File: config.mk
export PLATFORM = sky130hd
export DESIGN_NAME = asp_core
export DESIGN_NICKNAME = d
export VERILOG_FILES = /design/src/core/asp_pkg.sv /design/src/core/asp_core.sv
export VERILOG_INCLUDE_DIRS = /design/src /design/src/core
export SDC_FILE = /design/constraint.sdc
export NUM_CORES = 1
export LEC_CHECK = 0
export ABC_CLOCK_PERIOD_IN_PS = 4900
export BUFFER_PORTS_ARGS = -buffer_cell sky130_fd_sc_hd__buf_2
export CAP_MARGIN = 20
export CORE_MARGIN = 5
export CORE_UTILIZATION = 30
export DETAILED_ROUTE_END_ITERATION = 10
export HOLD_SLACK_MARGIN = 0.03
export PLACE_DENSITY = 0.52
export SLEW_MARGIN = 0
export SYNTH_ARGS = -nofsm -noshare
export SYNTH_HDL_FRONTEND = slang
export SYNTH_SLANG_ARGS = --single-unit
File: constraint.sdc
create_clock -name clk_in -period 4.9 [get_ports clk_in]
set_clock_uncertainty 0.05 [all_clocks]
set_input_delay 0.98 -clock clk_in [delete_from_list [all_inputs] [get_ports clk_in]]
set_output_delay 0.98 -clock clk_in [all_outputs]
set_load 0.05 [all_outputs]
File: src/core/asp_defs.svh
`ifndef ASP_DEFS_SVH
`define ASP_DEFS_SVH

// ****************************************
// Timing
// ****************************************
`define ASP_CLK_HZ      40000000
`define ASP_BAUD_MIN    300
`define ASP_RTC_HZ      800
`define ASP_DATA_BITS   4'h8

// ****************************************
// Register select codes
// ****************************************
`define ASP_SEL_RX_CONTROL_STATUS    2'h0
`define ASP_SEL_RX_BUFFER    2'h1
`define ASP_SEL_TX_CONTROL_STATUS    2'h2
`define ASP_SEL_TX_BUFFER    2'h3

// ****************************************
// Field positions
// ****************************************
`define ASP_RC_ACT      11
`define ASP_RC_DONE     7
`define ASP_RC_IE       6
`define ASP_RB_ERR      15
`define ASP_RB_OVR      14
`define ASP_RB_FRM      13
`define ASP_RB_BRK      11
`define ASP_XC_RDY      7
`define ASP_XC_IE       6
`define ASP_XC_PBR_HI   5
`define ASP_XC_PBR_LO   3
`define ASP_XC_LOOP     2
`define ASP_XC_BAUD_PROG_ENABLE     1
`define ASP_XC_BRK      0

`endif

File: src/core/asp_pkg.sv
package asp_pkg;

    // ****************************************
    // Host port pins
    // ****************************************
    typedef struct packed {
        logic        cs_n;
        logic        rd_n;
        logic        low_byte_write_n;
        logic        upper_byte_select;
        logic [1:0]  register_select;
        logic [15:0] host_data_bus;
    } asp_host_s;

    typedef enum logic [1:0] {
        ASP_RX_IDLE  = 2'b00,
        ASP_RX_START = 2'b01,
        ASP_RX_DATA  = 2'b10
    } asp_rx_state_e;

    typedef enum logic {
        ASP_TX_IDLE = 1'b0,
        ASP_TX_RUN  = 1'b1
    } asp_tx_state_e;

endpackage

File: src/core/asp_core.sv
`timescale 1ns/1ps
`include "asp_defs.svh"

// Behaviour
// - Read with chip select and read low, write high drives selected register.
// - Chip select rising during low write with upper select low stores low byte.
// - Write strobe rising under chip select stores low byte; else ignored.
// - Bus drivers enabled only during read condition, released when it ends.
// - Upper select returns high byte on low lines; writes then do nothing.
// - Select codes: receive status, receive buffer, transmit status, transmit buffer.
// - Start edge accepted only after line was high half a bit.
// - Inhibit low keeps programmable baud field and enable cleared.
// - Baud rates 300 to 38400 derived internally.
// - One shared baud rate, one stop bit per frame.
// - Parallel characters shifted out; serial characters assembled in.
// - Flags show transmitter ready and character received.
// - Works with 8-bit or 16-bit host data paths.
// - Detects overrun and framing errors; can force break on output.
// - Status registers readable at any time without side effects; a receive buffer read with upper select low clears the done flag.
// - Receive interrupt follows done flag while its enable is set.
// - Transmit interrupt only when ready flag and enable both set.
module asp_core #(
    parameter int unsigned BIT0_CYCLES = `ASP_CLK_HZ / `ASP_BAUD_MIN,
    parameter int unsigned RTC_HALF    = `ASP_CLK_HZ / (2 * `ASP_RTC_HZ)
) (
    input  wire logic             clk_in,
    input  wire logic             rst_n_in,
    input  wire logic             clk_en_in,
    input  wire asp_pkg::asp_host_s host_in,
    output logic [15:0]           host_data_bus_out,
    output logic                  host_data_bus_oe_out,
    input  wire logic             serial_in,
    output logic                  serial_out,
    input  wire logic             soft_clear_in,
    input  wire logic             baud_prog_inhibit_n_in,
    input  wire logic [2:0]       baud_select_n_in,
    output logic                  tick_800hz_out,
    output logic                  rx_interrupt_out,
    output logic                  tx_interrupt_out
);

    // ****************************************
    // Input synchronisers
    // ****************************************
    localparam int SW = $bits(asp_pkg::asp_host_s) + 6;

    logic [SW-1:0]       sync1_reg;
    logic [SW-1:0]       sync2_reg;
    asp_pkg::asp_host_s  h_s;
    asp_pkg::asp_host_s  h_d_reg;
    logic                si_s;
    logic                clr_s;
    logic                inh_n_s;
    logic [2:0]          brs_n_s;

    always_ff @(posedge clk_in or negedge rst_n_in) begin
        if (!rst_n_in) begin
            sync1_reg <= '1;
            sync2_reg <= '1;
            h_d_reg   <= '1;
        end else if (clk_en_in) begin
            sync1_reg <= {host_in, serial_in, soft_clear_in,
                          baud_prog_inhibit_n_in, baud_select_n_in};
            sync2_reg <= sync1_reg;
            h_d_reg   <= h_s;
        end
    end

    assign {h_s, si_s, clr_s, inh_n_s, brs_n_s} = sync2_reg;

    // ****************************************
    // Host strobes
    // ****************************************
    logic rd_act;
    logic rd_act_d;
    logic wr_act;
    logic wr_act_d;
    logic wr_fire;
    logic rx_buffer_read;

    assign rd_act   = !h_s.cs_n && !h_s.rd_n && h_s.low_byte_write_n;
    assign rd_act_d = !h_d_reg.cs_n && !h_d_reg.rd_n && h_d_reg.low_byte_write_n;
    assign wr_act   = !h_s.cs_n && !h_s.low_byte_write_n;
    assign wr_act_d = !h_d_reg.cs_n && !h_d_reg.low_byte_write_n;
    // Either strobe rising ends the write; upper select blocks it
    assign wr_fire  = wr_act_d && !wr_act && !h_d_reg.upper_byte_select;
    assign rx_buffer_read = rd_act_d && !rd_act &&
                       h_d_reg.register_select == `ASP_SEL_RX_BUFFER &&
                       !h_d_reg.upper_byte_select;

    // ****************************************
    // Control bits
    // ****************************************
    logic       rx_ie_reg;
    logic       tx_ie_reg;
    logic       loop_reg;
    logic       brk_reg;
    logic [2:0] pbr_reg;
    logic       baud_prog_enable_reg;
    logic [7:0] tx_buf_reg;
    logic       tx_ready_reg;
    logic       tx_load;

    always_ff @(posedge clk_in or negedge rst_n_in) begin
        if (!rst_n_in) begin
            rx_ie_reg    <= 1'b0;
            tx_ie_reg    <= 1'b0;
            loop_reg     <= 1'b0;
            brk_reg      <= 1'b0;
            pbr_reg      <= 3'h0;
            baud_prog_enable_reg     <= 1'b0;
            tx_buf_reg   <= 8'h00;
            tx_ready_reg <= 1'b1;
        end else if (clk_en_in) begin
            if (wr_fire) begin
                unique case (h_d_reg.register_select)
                    `ASP_SEL_RX_CONTROL_STATUS: rx_ie_reg <= h_d_reg.host_data_bus[`ASP_RC_IE];
                    `ASP_SEL_RX_BUFFER: ;
                    `ASP_SEL_TX_CONTROL_STATUS: begin
                        tx_ie_reg <= h_d_reg.host_data_bus[`ASP_XC_IE];
                        pbr_reg   <= h_d_reg.host_data_bus[`ASP_XC_PBR_HI:`ASP_XC_PBR_LO];
                        loop_reg  <= h_d_reg.host_data_bus[`ASP_XC_LOOP];
                        baud_prog_enable_reg  <= h_d_reg.host_data_bus[`ASP_XC_BAUD_PROG_ENABLE];
                        brk_reg   <= h_d_reg.host_data_bus[`ASP_XC_BRK];
                    end
                    `ASP_SEL_TX_BUFFER: begin
                        tx_buf_reg   <= h_d_reg.host_data_bus[7:0];
                        tx_ready_reg <= 1'b0;
                    end
                endcase
            end else if (tx_load) begin
                tx_ready_reg <= 1'b1;
            end
            if (clr_s) begin
                rx_ie_reg <= 1'b0;
                tx_ie_reg <= 1'b0;
                loop_reg  <= 1'b0;
                brk_reg   <= 1'b0;
            end
            if (!inh_n_s) begin
                pbr_reg  <= 3'h0;
                baud_prog_enable_reg <= 1'b0;
            end
        end
    end

    // ****************************************
    // Shared baud timing
    // ****************************************
    logic [2:0]  baud_code;
    logic [17:0] bit_cyc;
    logic [17:0] half_cyc;

    assign baud_code = baud_prog_enable_reg ? pbr_reg : ~brs_n_s;
    assign bit_cyc   = 18'(BIT0_CYCLES >> baud_code);
    assign half_cyc  = bit_cyc >> 1;

    // ****************************************
    // Receiver
    // ****************************************
    asp_pkg::asp_rx_state_e rx_state_reg;
    logic [17:0] rx_cnt_reg;
    logic [17:0] mark_cnt_reg;
    logic [3:0]  rx_bit_reg;
    logic [7:0]  rx_sh_reg;
    logic [7:0]  rx_data_reg;
    logic        rx_done_reg;
    logic        rx_act_reg;
    logic        ovr_reg;
    logic        frm_reg;
    logic        rbrk_reg;
    logic        line_prev_reg;
    logic        so_reg;
    logic        rx_line;
    logic        armed;
    logic        rx_store;

    assign rx_line = loop_reg ? so_reg : si_s;
    assign armed   = mark_cnt_reg >= half_cyc;
    assign rx_store = rx_state_reg == asp_pkg::ASP_RX_DATA &&
                      rx_cnt_reg == bit_cyc - 18'h1 && rx_bit_reg == `ASP_DATA_BITS;

    always_ff @(posedge clk_in or negedge rst_n_in) begin
        if (!rst_n_in) begin
            mark_cnt_reg  <= 18'h0;
            line_prev_reg <= 1'b1;
        end else if (clk_en_in) begin
            line_prev_reg <= rx_line;
            if (!rx_line) begin
                mark_cnt_reg <= 18'h0;
            end else if (!armed) begin
                mark_cnt_reg <= mark_cnt_reg + 18'h1;
            end
        end
    end

    always_ff @(posedge clk_in or negedge rst_n_in) begin
        if (!rst_n_in) begin
            rx_state_reg <= asp_pkg::ASP_RX_IDLE;
            rx_cnt_reg   <= 18'h0;
            rx_bit_reg   <= 4'h0;
            rx_sh_reg    <= 8'h00;
            rx_act_reg   <= 1'b0;
        end else if (clk_en_in) begin
            unique case (rx_state_reg)
                asp_pkg::ASP_RX_IDLE: begin
                    rx_cnt_reg <= 18'h0;
                    if (armed && line_prev_reg && !rx_line) begin
                        rx_state_reg <= asp_pkg::ASP_RX_START;
                    end
                end
                asp_pkg::ASP_RX_START: begin
                    rx_cnt_reg <= rx_cnt_reg + 18'h1;
                    if (rx_cnt_reg == half_cyc - 18'h1) begin
                        rx_cnt_reg <= 18'h0;
                        rx_bit_reg <= 4'h0;
                        if (!rx_line) begin
                            rx_state_reg <= asp_pkg::ASP_RX_DATA;
                            rx_act_reg   <= 1'b1;
                        end else begin
                            rx_state_reg <= asp_pkg::ASP_RX_IDLE;
                        end
                    end
                end
                asp_pkg::ASP_RX_DATA: begin
                    rx_cnt_reg <= rx_cnt_reg + 18'h1;
                    if (rx_cnt_reg == bit_cyc - 18'h1) begin
                        rx_cnt_reg <= 18'h0;
                        if (rx_bit_reg != `ASP_DATA_BITS) begin
                            rx_sh_reg  <= {rx_line, rx_sh_reg[7:1]};
                            rx_bit_reg <= rx_bit_reg + 4'h1;
                            if (rx_bit_reg == `ASP_DATA_BITS - 4'h1) begin
                                rx_act_reg <= 1'b0;
                            end
                        end else begin
                            rx_state_reg <= asp_pkg::ASP_RX_IDLE;
                        end
                    end
                end
                default: rx_state_reg <= asp_pkg::ASP_RX_IDLE;
            endcase
        end
    end

    always_ff @(posedge clk_in or negedge rst_n_in) begin
        if (!rst_n_in) begin
            rx_data_reg <= 8'h00;
            rx_done_reg <= 1'b0;
            ovr_reg     <= 1'b0;
            frm_reg     <= 1'b0;
            rbrk_reg    <= 1'b0;
        end else if (clk_en_in) begin
            if (rx_store) begin
                rx_data_reg <= rx_sh_reg;
                rx_done_reg <= 1'b1;
                ovr_reg     <= rx_done_reg && !rx_buffer_read;
                frm_reg     <= !rx_line;
                rbrk_reg    <= !rx_line && rx_sh_reg == 8'h00;
            end else begin
                if (rx_buffer_read) begin
                    rx_done_reg <= 1'b0;
                end
                if (rx_line) begin
                    rbrk_reg <= 1'b0;
                end
            end
        end
    end

    // ****************************************
    // Transmitter
    // ****************************************
    asp_pkg::asp_tx_state_e tx_state_reg;
    logic [9:0]  tx_sh_reg;
    logic [17:0] tx_cnt_reg;
    logic [3:0]  tx_bit_reg;

    assign tx_load = tx_state_reg == asp_pkg::ASP_TX_IDLE && !tx_ready_reg;

    always_ff @(posedge clk_in or negedge rst_n_in) begin
        if (!rst_n_in) begin
            tx_state_reg <= asp_pkg::ASP_TX_IDLE;
            tx_sh_reg    <= 10'h3ff;
            tx_cnt_reg   <= 18'h0;
            tx_bit_reg   <= 4'h0;
            so_reg       <= 1'b1;
        end else if (clk_en_in) begin
            so_reg <= !brk_reg && tx_sh_reg[0];
            unique case (tx_state_reg)
                asp_pkg::ASP_TX_IDLE: begin
                    if (tx_load) begin
                        tx_sh_reg    <= {1'b1, tx_buf_reg, 1'b0};
                        tx_cnt_reg   <= 18'h0;
                        tx_bit_reg   <= 4'h0;
                        tx_state_reg <= asp_pkg::ASP_TX_RUN;
                    end
                end
                asp_pkg::ASP_TX_RUN: begin
                    tx_cnt_reg <= tx_cnt_reg + 18'h1;
                    if (tx_cnt_reg == bit_cyc - 18'h1) begin
                        tx_cnt_reg <= 18'h0;
                        tx_sh_reg  <= {1'b1, tx_sh_reg[9:1]};
                        tx_bit_reg <= tx_bit_reg + 4'h1;
                        if (tx_bit_reg == `ASP_DATA_BITS + 4'h1) begin
                            tx_state_reg <= asp_pkg::ASP_TX_IDLE;
                        end
                    end
                end
            endcase
        end
    end

    assign serial_out = so_reg;

    // ****************************************
    // Read port
    // ****************************************
    logic [15:0] rd_word;

    always_comb begin
        rd_word = 16'h0000;
        unique case (h_s.register_select)
            `ASP_SEL_RX_CONTROL_STATUS: begin
                rd_word[`ASP_RC_ACT]  = rx_act_reg;
                rd_word[`ASP_RC_DONE] = rx_done_reg;
                rd_word[`ASP_RC_IE]   = rx_ie_reg;
            end
            `ASP_SEL_RX_BUFFER: begin
                rd_word[7:0]         = rx_data_reg;
                rd_word[`ASP_RB_ERR] = ovr_reg || frm_reg;
                rd_word[`ASP_RB_OVR] = ovr_reg;
                rd_word[`ASP_RB_FRM] = frm_reg;
                rd_word[`ASP_RB_BRK] = rbrk_reg;
            end
            `ASP_SEL_TX_CONTROL_STATUS: begin
                rd_word[`ASP_XC_RDY] = tx_ready_reg;
                rd_word[`ASP_XC_IE]  = tx_ie_reg;
                rd_word[`ASP_XC_PBR_HI:`ASP_XC_PBR_LO] = pbr_reg;
                rd_word[`ASP_XC_LOOP] = loop_reg;
                rd_word[`ASP_XC_BAUD_PROG_ENABLE] = baud_prog_enable_reg;
                rd_word[`ASP_XC_BRK]  = brk_reg;
            end
            `ASP_SEL_TX_BUFFER: rd_word[7:0] = tx_buf_reg;
        endcase
    end

    always_ff @(posedge clk_in or negedge rst_n_in) begin
        if (!rst_n_in) begin
            host_data_bus_out    <= 16'h0000;
            host_data_bus_oe_out <= 1'b0;
        end else if (clk_en_in) begin
            host_data_bus_oe_out <= rd_act;
            if (h_s.upper_byte_select) begin
                host_data_bus_out <= {8'h00, rd_word[15:8]};
            end else begin
                host_data_bus_out <= rd_word;
            end
        end
    end

    assign rx_interrupt_out = rx_ie_reg && rx_done_reg;
    assign tx_interrupt_out = tx_ie_reg && tx_ready_reg;

    // ****************************************
    // Real-time tick
    // ****************************************
    logic [31:0] rtc_cnt_reg;
    logic        rtc_reg;

    always_ff @(posedge clk_in or negedge rst_n_in) begin
        if (!rst_n_in) begin
            rtc_cnt_reg <= 32'h0;
            rtc_reg     <= 1'b0;
        end else if (clk_en_in) begin
            if (rtc_cnt_reg == RTC_HALF - 1) begin
                rtc_cnt_reg <= 32'h0;
                rtc_reg     <= !rtc_reg;
            end else begin
                rtc_cnt_reg <= rtc_cnt_reg + 32'h1;
            end
        end
    end

    assign tick_800hz_out = rtc_reg;

endmodule

# == Word-level counts from Yosys, hierarchy flattened ==
# Cells that the tools add are included.
# op_classes
n_addsub,8
multipliers,0
n_div,0
n_lt_le_gt_ge,1
eq_ne,29
n_shift,1
mux,67
n_bitwise,2
n_reduce_logical,65
# ops
operator,count
18-bit two-way mux,6
"18-bit by 1-bit adder with 18-bit output, second input constant",3
18-bit equality test,3
18-bit case mux with 3 select lines,1
18-bit case mux with 2 select lines,1
"32-bit by 1-bit adder with 32-bit output, second input constant",1
"32-bit by 15-bit equality test with 1-bit output, second input constant",1
32-bit two-way mux,1
1-bit two-way mux,31
1-bit logical AND,21
10-bit two-way mux,2
4-bit two-way mux,5
10-bit case mux with 2 select lines,1
18-bit by 17-bit >= comparator with 1-bit output,1
6-bit case mux with 3 select lines,1
3-bit AND reduction,6
"18-bit by 3-bit >> shifter with 18-bit output, first input constant",1
"17-bit by 1-bit subtractor with 18-bit output, second input constant",1
"18-bit by 1-bit subtractor with 18-bit output, second input constant",1
16-bit two-way mux,1
4-bit case mux with 2 select lines,2
3-bit two-way mux,5
1-bit logical NOT,14
"2-bit by 1-bit inequality test with 1-bit output, second input constant",7
22 further kinds,56
# totals
register_bits,235
latch_bits,0
ramBits,0
rom_bits,0
inputBits,31
out_inout_bits,21
wordCells,210
mem_count,0

# == Depth between registers and ports, before layout ==
# Gate-level depths: netlist (run 1).
# logic_depth
ltp_word,9
ltp_mapped,20
mapped_depth_nobuf,16

# == Worst setup path after synthesis (run 1) ==
# No wires, ideal clock.
# synth_timing
kind,register to register
startpoint,register baud_prog_enable_reg
endpoint,register rx_data_reg[0]
arrival_time_ns,4.462
required_ns,4.725
slack_ns,0.263
stages_incl_launch_ff,19
n_path_buf,3
path_cell_list,dfrtp_1 > clkbuf_1 > nor2b_1 > or2_2 > inv_1 > ha_1 > a21oi_1 > ha_1 > nand3b_1 > or3_1 > nor2_1 > a21o_1 > a211oi_1 > or4_1 > buf_2 > nor3_4 > and3_4 > buf_12 > mux2_4
# synth_between
elab_chain_cells,7
# synth_rtl
item,line,rtl
"start, declared",asp_core.sv:99,logic baud_prog_enable_reg;
"start signal, assigned",asp_core.sv:123,baud_prog_enable_reg <= h_d_reg.host_data_bus[`ASP_XC_BAUD_PROG_ENABLE];
3-bit two-way mux,asp_core.sv:154,assign baud_code = baud_prog_enable_reg ? pbr_reg : ~brs_n_s;
18-bit by 3-bit >> shifter with 18-bit output,asp_core.sv:155,assign bit_cyc = 18'(BIT0_CYCLES >> baud_code);
18-bit by 1-bit subtractor with 18-bit output,asp_core.sv:181,rx_cnt_reg == bit_cyc - 18'h1 && rx_bit_reg == `ASP_DATA_BITS;
18-bit equality test,asp_core.sv:181,
1-bit logical AND,asp_core.sv:180,assign rx_store = rx_state_reg == asp_pkg::ASP_RX_DATA &&
1-bit logical AND (no source line),-,
2-bit AND reduction (no source line),-,
"end signal, assigned",asp_core.sv:254,rx_data_reg <= rx_sh_reg;
"end, declared",asp_core.sv:166,logic [7:0] rx_data_reg;
# Every way passes these cells.
# A chain may end at the register's enable or synchronous reset.

# == Worst setup path after layout (run 1) ==
# layout_timing
startpoint,register baud_prog_enable_reg
endpoint,register rx_data_reg[7]
# Same word-level chain as after synthesis.

==> flow_metrics.tcl, run 1 <==
set metrics [dict create \
    cpPeakStageDelay_ns 0.42 \
    power_switching_w 0.00235 \
    die_area_um2 46400 \
    syn-instance-count 1290 \
    worstSkewPairLatency_ns 0.55 \
    drv_cap 0 \
    io_pins 52 \
    grt_overflow_total 0 \
    multi_input_area_um2 6740 \
    p_clk_share_pct 29.9 \
    row_count 75 \
    largest_reg_flops 32 \
    finalHoldViolations 0 \
    synth_top_family_by_area "simple AND/OR/NAND/NOR gates" \
    synth_top_area_cell "dfrtp_1" \
    drt_iter0_drc 562 \
    synth-simple-area-share_pct 19.4 \
    startpoint_type "flop" \
    final_layout_size_suffix_gt1_share_pct 23.7 \
    period_needed_ns 4.60 \
    dp_cells 1839 \
    setup_violations 0 \
    path_cells "nor2b_1, or2_2, inv_1, ha_1, a21oi_1, ha_1, nand3b_1, or3_1, nor2_2, buf_4, xnor3_1, nor4_1, nand4_1, buf_4, nor3_4, and3_4, mux2_2" \
    worst_slack_ns 0.301 \
    synth_ff_type "dfrtp_1" \
    synth_top_area_share_pct 29.2 \
    dp_slack_ns 0.0975 \
    finalWirelength_mm 33.0 \
    p_total_w 0.00655 \
    yosys_warnings 0 \
    cts_inserted_buffers 26 \
    start_util_pct 30.3 \
    core-area_um2 41900 \
    root_buffer "clkbuf_16" \
    path_delay_family "simple AND/OR/NAND/NOR gates" \
    tns_ns 0 \
    worstSetupEndpointType "flop" \
    drv_slew 0 \
    n_antenna_cell 0 \
    hp-class "in2async" \
    tritoncts "built" \
    ir_drop_uv 224 \
    syn_area_per_cell_um2 9.82 \
    async_reset_ff_share_pct 100 \
    combPwrFrac_pct 32.7 \
    critPathMaxFanout 12 \
    grt_pass1_vias 9720 \
    power_switching_share_pct 35.9 \
    seq_area_frac_synth_pct 42.9 \
    worst_pin_slew_ns 1.03 \
    synth_area_um2 12700 \
    die_w_um 216 \
    rsz0062_at_grt "no" \
    fin_crit_sh_pct 93.9 \
    synth-compound-area-share_pct 13.7 \
    fill_cells 4299 \
    final_net_count 1398 \
    cts_hold_buf 0 \
    synth_xor_area_share_pct 6.58 \
    place_area_um2 13600 \
    ys_ff_latch 214 \
    syn_to_final_growth_pct 14.3 \
    p_per_area_nw_per_um2 452 \
    grt_antenna_before_repair 0 \
    drc 0 \
    wl_per_cell_um 17.5 \
    crit_buf_inv 3 \
    grt_max_degree 89 \
    die_y_um 216 \
    h-tree-depth 1 \
    first_pass_iters 4 \
    p_int_w 0.00420 \
    clock-sinks 214 \
    stdcell_area_um2 14500 \
    synth_area_leaders "dfrtp_1, dfstp_2, mux2_2" \
    arrival_ns 4.99 \
    synth.most_common_cell "dfrtp_1" \
    portBuffers 39 \
    layout.cells.non_filler 1888 \
    slowest_stage "dfrtp_1" \
    drtAntennaViolNets 0 \
    synth_enable_flop_cells 0 \
    ys_top_cells_by_count "dfrtp_1, nand2_1, nor2_1" \
    power_frac_seq_pct 37.4 \
    crit_type "reg2reg" \
    p_leak_nw 6.13 \
    viasPerCell 5.22 \
    yosysUniqueCellTypes 88 \
    grt_pass1_wl_mm 54.2 \
    clkSlewWorstSetupHoldPaths_ns 0.06 \
    routed-via-count 9848 \
    crit_required_ns 5.29 \
    gp_congestion 0.901 \
    synthMuxAreaShare_pct 9.57 \
    slew_headroom_pct 31.3 \
    clk_path_buf_depth 3 \
    outcome "finished, final reports clean" \
    fmax_mhz 217 \
    regArea_um2 5440 \
    hpwl_mm 23.4 \
    synth-adder-area-share_pct 3.75 \
    grt_usage_pct 14.0 \
]
-- routing by layer --
metal | global-route usage (%) | up-vias | routed length, um
li1 | - | 4728 | -
met1 | 19.4 | 4864 | 15300
met2 | 22.5 | 194 | 15200
met3 | 2.59 | 62 | 1570
met4 | 4.12 | 0 | 867
met5 | 0 | - | 0
-- worst register-to-register path, cell delays in order (launching register included) --
cell and delay (ns):
dfrtp_1 0.42, nor2b_1 0.18, or2_2 0.35, inv_1 0.16
ha_1 0.27, a21oi_1 0.20, ha_1 0.20, nand3b_1 0.14
or3_1 0.37, nor2_2 0.22, buf_4 0.15, xnor3_1 0.21
nor4_1 0.36, nand4_1 0.13, buf_4 0.20, nor3_4 0.13
and3_4 0.37, mux2_2 0.38
-- power by group through the flow --
| stage | Sequential [W] | Clock [W] | Combinational, W |
|---|---|---|---|
| after CTS | 0.00245 | 0.00203 | 0.00213 |
| after global placement | 0.00247 | 0 | 0.00210 |
| after floorplan | 0.00232 | 0 | 0.00160 |
| after detailed placement | 0.00247 | 0 | 0.00212 |
| after global routing | 0.00249 | 0.00212 | 0.00236 |
| final | 0.00245 | 0.00196 | 0.00214 |
-- placed cells by master (no fill, tap or decap), types with 39 or more instances in the layout --
cell type,netlist,final
inv_1,39,39
xnor2_1,58,58
dfstp_2,66,66
nand2_1,113,113
dfrtp_1,148,148
mux2_2,79,79
nand3_1,49,49
a21oi_1,40,40
nor2_1,94,93
buf_4,7,50
o21ai_0,52,51
-- cell families after synthesis --
kind of cell / Yosys count
other: 1
adders and majority gates: 38
muxes: 105
AOI/OAI and AO/OA: 246
xor gates and xnor gates: 92
DFF: 214
buffers and inverters: 121
and+or+nand+nor: 473
-- repair_timing --
action                     4_1_cts  5_1_grt
setup endpoints to repair        0       42
hold endpoints to repair         0        0
setup buffers                    0        1
resized for setup                0        3
-- metrics by stage --
| step | util (%) | hold slack, ns |
|---|---|---|
| floorplan | - | 0.397 |
| global placement | 32.4 | 0.406 |
| detailed placement | 32.4 | 0.405 |
| CTS | 34.5 | 0.372 |
| global route | 34.6 | 0.404 |
| finish | 34.6 | 0.358 |
-- final cells by class --
| class | instances | share of cell area, % |
|---|---|---|
| Tap cell | 539 | 4.66 |
| Timing Repair Buffer | 89 | 4.11 |
| Multi-Input combinational cell | 958 | 46.5 |
| Inverter | 40 | 1.04 |
| Clock inverter | 8 | 0.553 |
| Clock buffer | 40 | 5.56 |
| Sequential cell | 214 | 37.6 |
-- final timing paths --
check                                                  from                          to  slack [ns]  cells after the start
min in group clk_in              tick_800hz_out$_DFFE_PN0P_  tick_800hz_out$_DFFE_PN0P_        0.41                      1
max in group asynchronous                          rst_n_in   sync2_reg[26]$_DFFE_PN1P_        3.42                      2
hold / removal                                     rst_n_in   rx_cnt_reg[2]$_DFFE_PN0P_        0.36                      1
setup / recovery           baud_prog_enable_reg$_DFFE_PN0P_  rx_data_reg[7]$_DFFE_PN0P_        0.30                     17
hold reg to reg                  tick_800hz_out$_DFFE_PN0P_  tick_800hz_out$_DFFE_PN0P_        0.41                      1
setup reg to reg           baud_prog_enable_reg$_DFFE_PN0P_  rx_data_reg[7]$_DFFE_PN0P_        0.30                     17
(Power assumes the default switching activity.)
==> run 2, diff against run 1 <==
- ABC_CLOCK_PERIOD_IN_PS: 4900 -> 4260
- PLACE_DENSITY: 0.52 -> 0.51
- clock period: 4.9 -> 4.26 ns (I/O delays scaled with it)
==> flow_metrics.tcl, run 2 (synthesis gave the netlist of run 1 again) <==
set metrics [dict create \
    die_y_um 216 \
    drt_iter0_drc 516 \
    largest_reg_flops 32 \
    p_per_area_nw_per_um2 517 \
    setup_violations 0 \
    drc 0 \
    clk_path_buf_depth 3 \
    r2r_slack_ns 0.11 \
    grt_pass1_vias 9918 \
    n_antenna_cell 0 \
    tritoncts "built" \
    drv_slew 0 \
    hold-worst-slack_ns 0.271 \
    drv_cap 0 \
    die_area_um2 46400 \
    crit_required_ns 4.61 \
    path_cells "nor2b_4, or2_4, inv_4, ha_4, a21oi_4, ha_4, nand3b_1, buf_6, nor4_4, and3_4, a311oi_4, or4_4, nor3_4, and3_4, mux2_4" \
    clkSlewWorstSetupHoldPaths_ns 0.06 \
    power_switching_w 0.00277 \
    layout_common_cells "dfrtp_1, buf_4, nand2_1" \
    combPwrFrac_pct 35.4 \
    dp_cells 1898 \
    die_w_um 216 \
    cts_hold_buf 0 \
    outcome "finished, final reports clean" \
    power_switching_share_pct 35.3 \
    crit_buf_inv 2 \
    p_total_w 0.00784 \
    p_leak_nw 6.50 \
    fin_crit_sh_pct 97.5 \
    final_net_count 1467 \
    crit_type "reg2reg" \
    startpoint_type "flop" \
    h-tree-depth 1 \
    grt_max_degree 104 \
    root_buffer "clkbuf_16" \
    hpwl_mm 24.1 \
    layout.cells.non_filler 1956 \
    cts_inserted_buffers 26 \
    slew_headroom_pct 35.1 \
    row_count 75 \
    period_needed_ns 4.15 \
    grt_pass1_wl_mm 54.5 \
    stdcell_area_um2 15200 \
    finalWirelength_mm 33.4 \
    p_clk_share_pct 28.7 \
    worstSkewPairLatency_ns 0.53 \
    grt_antenna_before_repair 0 \
    ir_drop_uv 290 \
    p_int_w 0.00508 \
    portBuffers 39 \
    viasPerCell 5.10 \
    cpPeakStageDelay_ns 0.67 \
    worstSetupEndpointType "flop" \
    arrival_ns 4.51 \
    fmax_mhz 241 \
    first_pass_iters 5 \
    layout_commonest_cell "dfrtp_1" \
    syn_to_final_growth_pct 19.9 \
    place_area_um2 14100 \
    path_delay_family "simple AND/OR/NAND/NOR gates" \
    grt_usage_pct 14.1 \
    grt_overflow_total 0 \
    hp-class "in2async" \
    start_util_pct 30.3 \
    slowest_stage "or4_4" \
    finalHoldViolations 0 \
    rsz0062_at_grt "yes" \
    power_frac_seq_pct 35.8 \
    final_layout_size_suffix_gt1_share_pct 28.6 \
    io_pins 52 \
    clock-sinks 214 \
    routed-via-count 9972 \
    drtAntennaViolNets 0 \
    wl_per_cell_um 17.1 \
    gp_congestion 0.870 \
    critPathMaxFanout 6 \
    core-area_um2 41900 \
    worst_pin_slew_ns 0.973 \
]
-- run 2: changes by cell type in the layout (fill, tap and decap cells not counted), sizes merged --
cell      before  now
and3          29   30
bufinv         1    3
clkinvlp       0    2
clkbuf        40   37
clkinv         7    4
inv           40   41
buf           89  157
-- run 2: power by group through the flow --
stage | clock network [W] | registers [W] | logic, W
3_3_place_gp | 0 | 0.00283 | 0.00265
3_5_place_dp | 0 | 0.00284 | 0.00267
5_1_grt | 0.00240 | 0.00286 | 0.00305
2_1_floorplan | 0 | 0.00267 | 0.00186
4_1_cts | 0.00232 | 0.00281 | 0.00270
6_report | 0.00225 | 0.00281 | 0.00278
-- run 2: worst reg2reg max path, cell delays in order, from the launching register on --
cell	delay, ns
dfrtp_2	0.45
nor2b_4	0.15
or2_4	0.28
inv_4	0.08
ha_4	0.20
a21oi_4	0.15
ha_4	0.17
nand3b_1	0.13
buf_6	0.15
nor4_4	0.31
and3_4	0.25
a311oi_4	0.10
or4_4	0.67
nor3_4	0.23
and3_4	0.32
mux2_4	0.32
-- run 2: layout make-up --
type                            instances  area [um^2]
Fill cell                            4269        26700
Multi-Input combinational cell        959         6930
Sequential cell                       214         5440
Timing Repair Buffer                  157         1130
Clock buffer                           37          733
Tap cell                              539          674
Inverter                               40          153
Clock inverter                         10          134
-- run 2: per-layer routing --
layer | GRT usage [%] | up-vias | part of all wire (%) | routed length (um)
li1 | - | 4861 | - | -
met1 | 20.1 | 4891 | 48 | 16000
met2 | 23.0 | 188 | 47 | 15600
met3 | 1.72 | 32 | 4.2 | 1390
met4 | 3.11 | 0 | 1.4 | 458
met5 | 0 | - | 0 | 0
-- run 2: final timing paths --
path / from / endpoint / cells after the start
setup / recovery: baud_prog_enable_reg$_DFFE_PN0P_ / rx_data_reg[6]$_DFFE_PN0P_ / 15
hold / removal: rst_n_in / rx_cnt_reg[12]$_DFFE_PN0P_ / 1
setup reg to reg: baud_prog_enable_reg$_DFFE_PN0P_ / rx_data_reg[6]$_DFFE_PN0P_ / 15
hold reg to reg: tick_800hz_out$_DFFE_PN0P_ / tick_800hz_out$_DFFE_PN0P_ / 1
max in group asynchronous: rst_n_in / mark_cnt_reg[1]$_DFFE_PN0P_ / 2
min in group clk_in: tick_800hz_out$_DFFE_PN0P_ / tick_800hz_out$_DFFE_PN0P_ / 1
-- run 2: repair_timing --
item,in CTS,in global routing
cloned,1,0
endpoints found under the hold margin,0,0
resized for setup,5,31
pin swaps,5,12
endpoints found under the setup margin,31,75
buffers inserted,7,4
-- run 2: per-stage QoR --
step                utilization [%]  worst slack (ns)  setup TNS (ns)
CTS                            35.9          -0.00168        -0.00168
finish                         36.3             0.107               0
floorplan                         -            0.0174               0
global placement               33.6           -0.0902          -0.534
detailed placement             33.6            -0.118           -1.01
global route                   36.3           -0.0507          -0.329
==> run 3, diff against run 2 <==
- ABC_CLOCK_PERIOD_IN_PS: 4260 -> 4100
- clock period: 4.26 -> 4.1 ns (I/O delays scaled with it)
==> flow_metrics.tcl, run 3 (synthesis gave the netlist of run 1 again) <==
set metrics [dict create \
    first_pass_iters 5 \
    worstSetupEndpointType "flop" \
    worstSkewPairLatency_ns 0.57 \
    n_antenna_cell 0 \
    grt_overflow_total 0 \
    h-tree-depth 1 \
    stdcell_area_um2 15600 \
    die_w_um 216 \
    reg2reg_depth 17 \
    drt_iter0_drc 513 \
    p_total_w 0.00840 \
    arrival_ns 4.54 \
    outcome "finished, violations left" \
    grt_usage_pct 14.6 \
    drv_cap 0 \
    place_area_um2 14300 \
    setup_violations 6 \
    cpPeakStageDelay_ns 0.49 \
    layout_commonest_cell "dfrtp_1" \
    worst_slack_ns -0.0531 \
    period_needed_ns 4.15 \
    r2r_slack_ns -0.05 \
    grt_pass1_wl_mm 56.1 \
    crit_required_ns 4.49 \
    ir_drop_uv 348 \
    crit_type "reg2reg" \
    worst_pin_slew_ns 1.04 \
    timing.rr.start "baud_prog_enable_reg$_DFFE_PN0P_" \
    drv_slew 0 \
    p_leak_nw 6.65 \
    final_net_count 1492 \
    finalWirelength_mm 34.7 \
    io_pins 52 \
    slowest_stage "or4_4" \
    tns_ns -0.166 \
    violations "negative setup slack" \
    fin_crit_sh_pct 101 \
    critPathMaxFanout 6 \
    reg2reg_to "rx_data_reg[2]$_DFFE_PN0P_" \
    finalHoldViolations 0 \
    postLayoutCoreUtil_pct 37.2 \
    critPathLaunch "baud_prog_enable_reg$_DFFE_PN0P_" \
    final_layout_size_suffix_gt1_share_pct 31.3 \
    hold-worst-slack_ns 0.210 \
    drc 0 \
    clk_path_buf_depth 3 \
    grt_pass1_vias 10000 \
    p_per_area_nw_per_um2 540 \
    die_area_um2 46400 \
    grt_max_degree 83 \
    syn_to_final_growth_pct 22.8 \
    layout_common_cells "dfrtp_1, buf_4, nand2_1" \
    rsz0062_at_grt "yes" \
    startpoint_type "flop" \
    row_count 75 \
    slew_headroom_pct 30.5 \
    hp-class "in2async" \
    core-area_um2 41900 \
    portBuffers 39 \
    viasPerCell 5.12 \
    root_buffer "clkbuf_16" \
    largest_reg_flops 32 \
    drtAntennaViolNets 0 \
    tritoncts "built" \
    routed-via-count 10100 \
    wl_per_cell_um 17.5 \
    path_cells "nor2b_4, or2_4, inv_4, ha_4, a21oi_4, ha_2, nand3b_1, or3_4, nor2_4, a21o_1, a211oi_2, or4_4, buf_6, nor3_4, buf_6, and3_4, mux2_4" \
    clkSlewWorstSetupHoldPaths_ns 0.06 \
    fmax_mhz 241 \
    die_y_um 216 \
    clock-sinks 214 \
    start_util_pct 30.3 \
    crit_top_cell "buf_6" \
    gp_congestion 0.908 \
    hpwl_mm 24.7 \
    cts_inserted_buffers 26 \
    grt_antenna_before_repair 0 \
]
[run 3: changes by cell type in the layout (fill, tap and decap cells not counted), sizes merged]
cell and delta:
buf +25, clkinvlp -1, bufinv -1, inv -1
clkbuf +4
[run 3: stage by stage]
stage / setup slack, ns / std cells
finish: -0.0531 / 1982
global route: -0.163 / 1982
CTS: 0.00126 / 1977
detailed placement: -0.151 / 1917
global placement: -0.114 / 1917
floorplan: -0.0304 / 1293
[run 3: final cells by class]
type | instances | area, um^2
inverter | 40 | 153
tap | 539 | 674
clock inverter | 7 | 113
timing repair buffer | 182 | 1390
sequential | 214 | 5440
fill | 4252 | 26300
clock buffer | 41 | 798
multi-input combinational | 959 | 7000
[run 3: layer usage]
layer  wire length (um)  global-route usage, %  share of wire (%)
met1              16400                   20.9                 47
met2              15900                   23.5                 46
met3               1550                   2.09                4.5
met4                835                   3.54                2.4
met5                  0                      0                  0
[run 3: power breakdown]
part	internal [W]	switching [W]
Combinational	0.00146	0.00160
Sequential	0.00250	0.000432
Clock	0.00147	0.000939
Total	0.00542	0.00298
[run 3: worst max path at each step]
stage	cells after the start	slack, ns	to
finish	17	-0.05	rx_data_reg[2]$_DFFE_PN0P_
CTS	17	0.001	rx_data_reg[2]$_DFFE_PN0P_
global route	17	-0.16	rx_data_reg[3]$_DFFE_PN0P_
detailed placement	17	-0.15	rx_data_reg[7]$_DFFE_PN0P_
floorplan	18	-0.03	rx_data_reg[0]$_DFFE_PN0P_
global placement	16	-0.11	rx_data_reg[7]$_DFFE_PN0P_
[run 3: what timing repair did]
item	in CTS	in global routing
gates resized for setup	17	47
buffers inserted	12	6
setup endpoints to repair	42	74
hold buffers	0	0
cloned	1	0
pin swaps	12	7
[run 3: worst max-delay path: cells and delay by family, from the launching register on]
kind | cells | cell delay, ns
AND/OR/NAND/NOR | 8 | 2.07
flip-flops | 1 | 0.43
AO/OA/AOI/OAI | 3 | 0.38
multiplexers | 1 | 0.31
buffers and inverters | 3 | 0.40
adder cells (fa/ha/maj) | 2 | 0.41
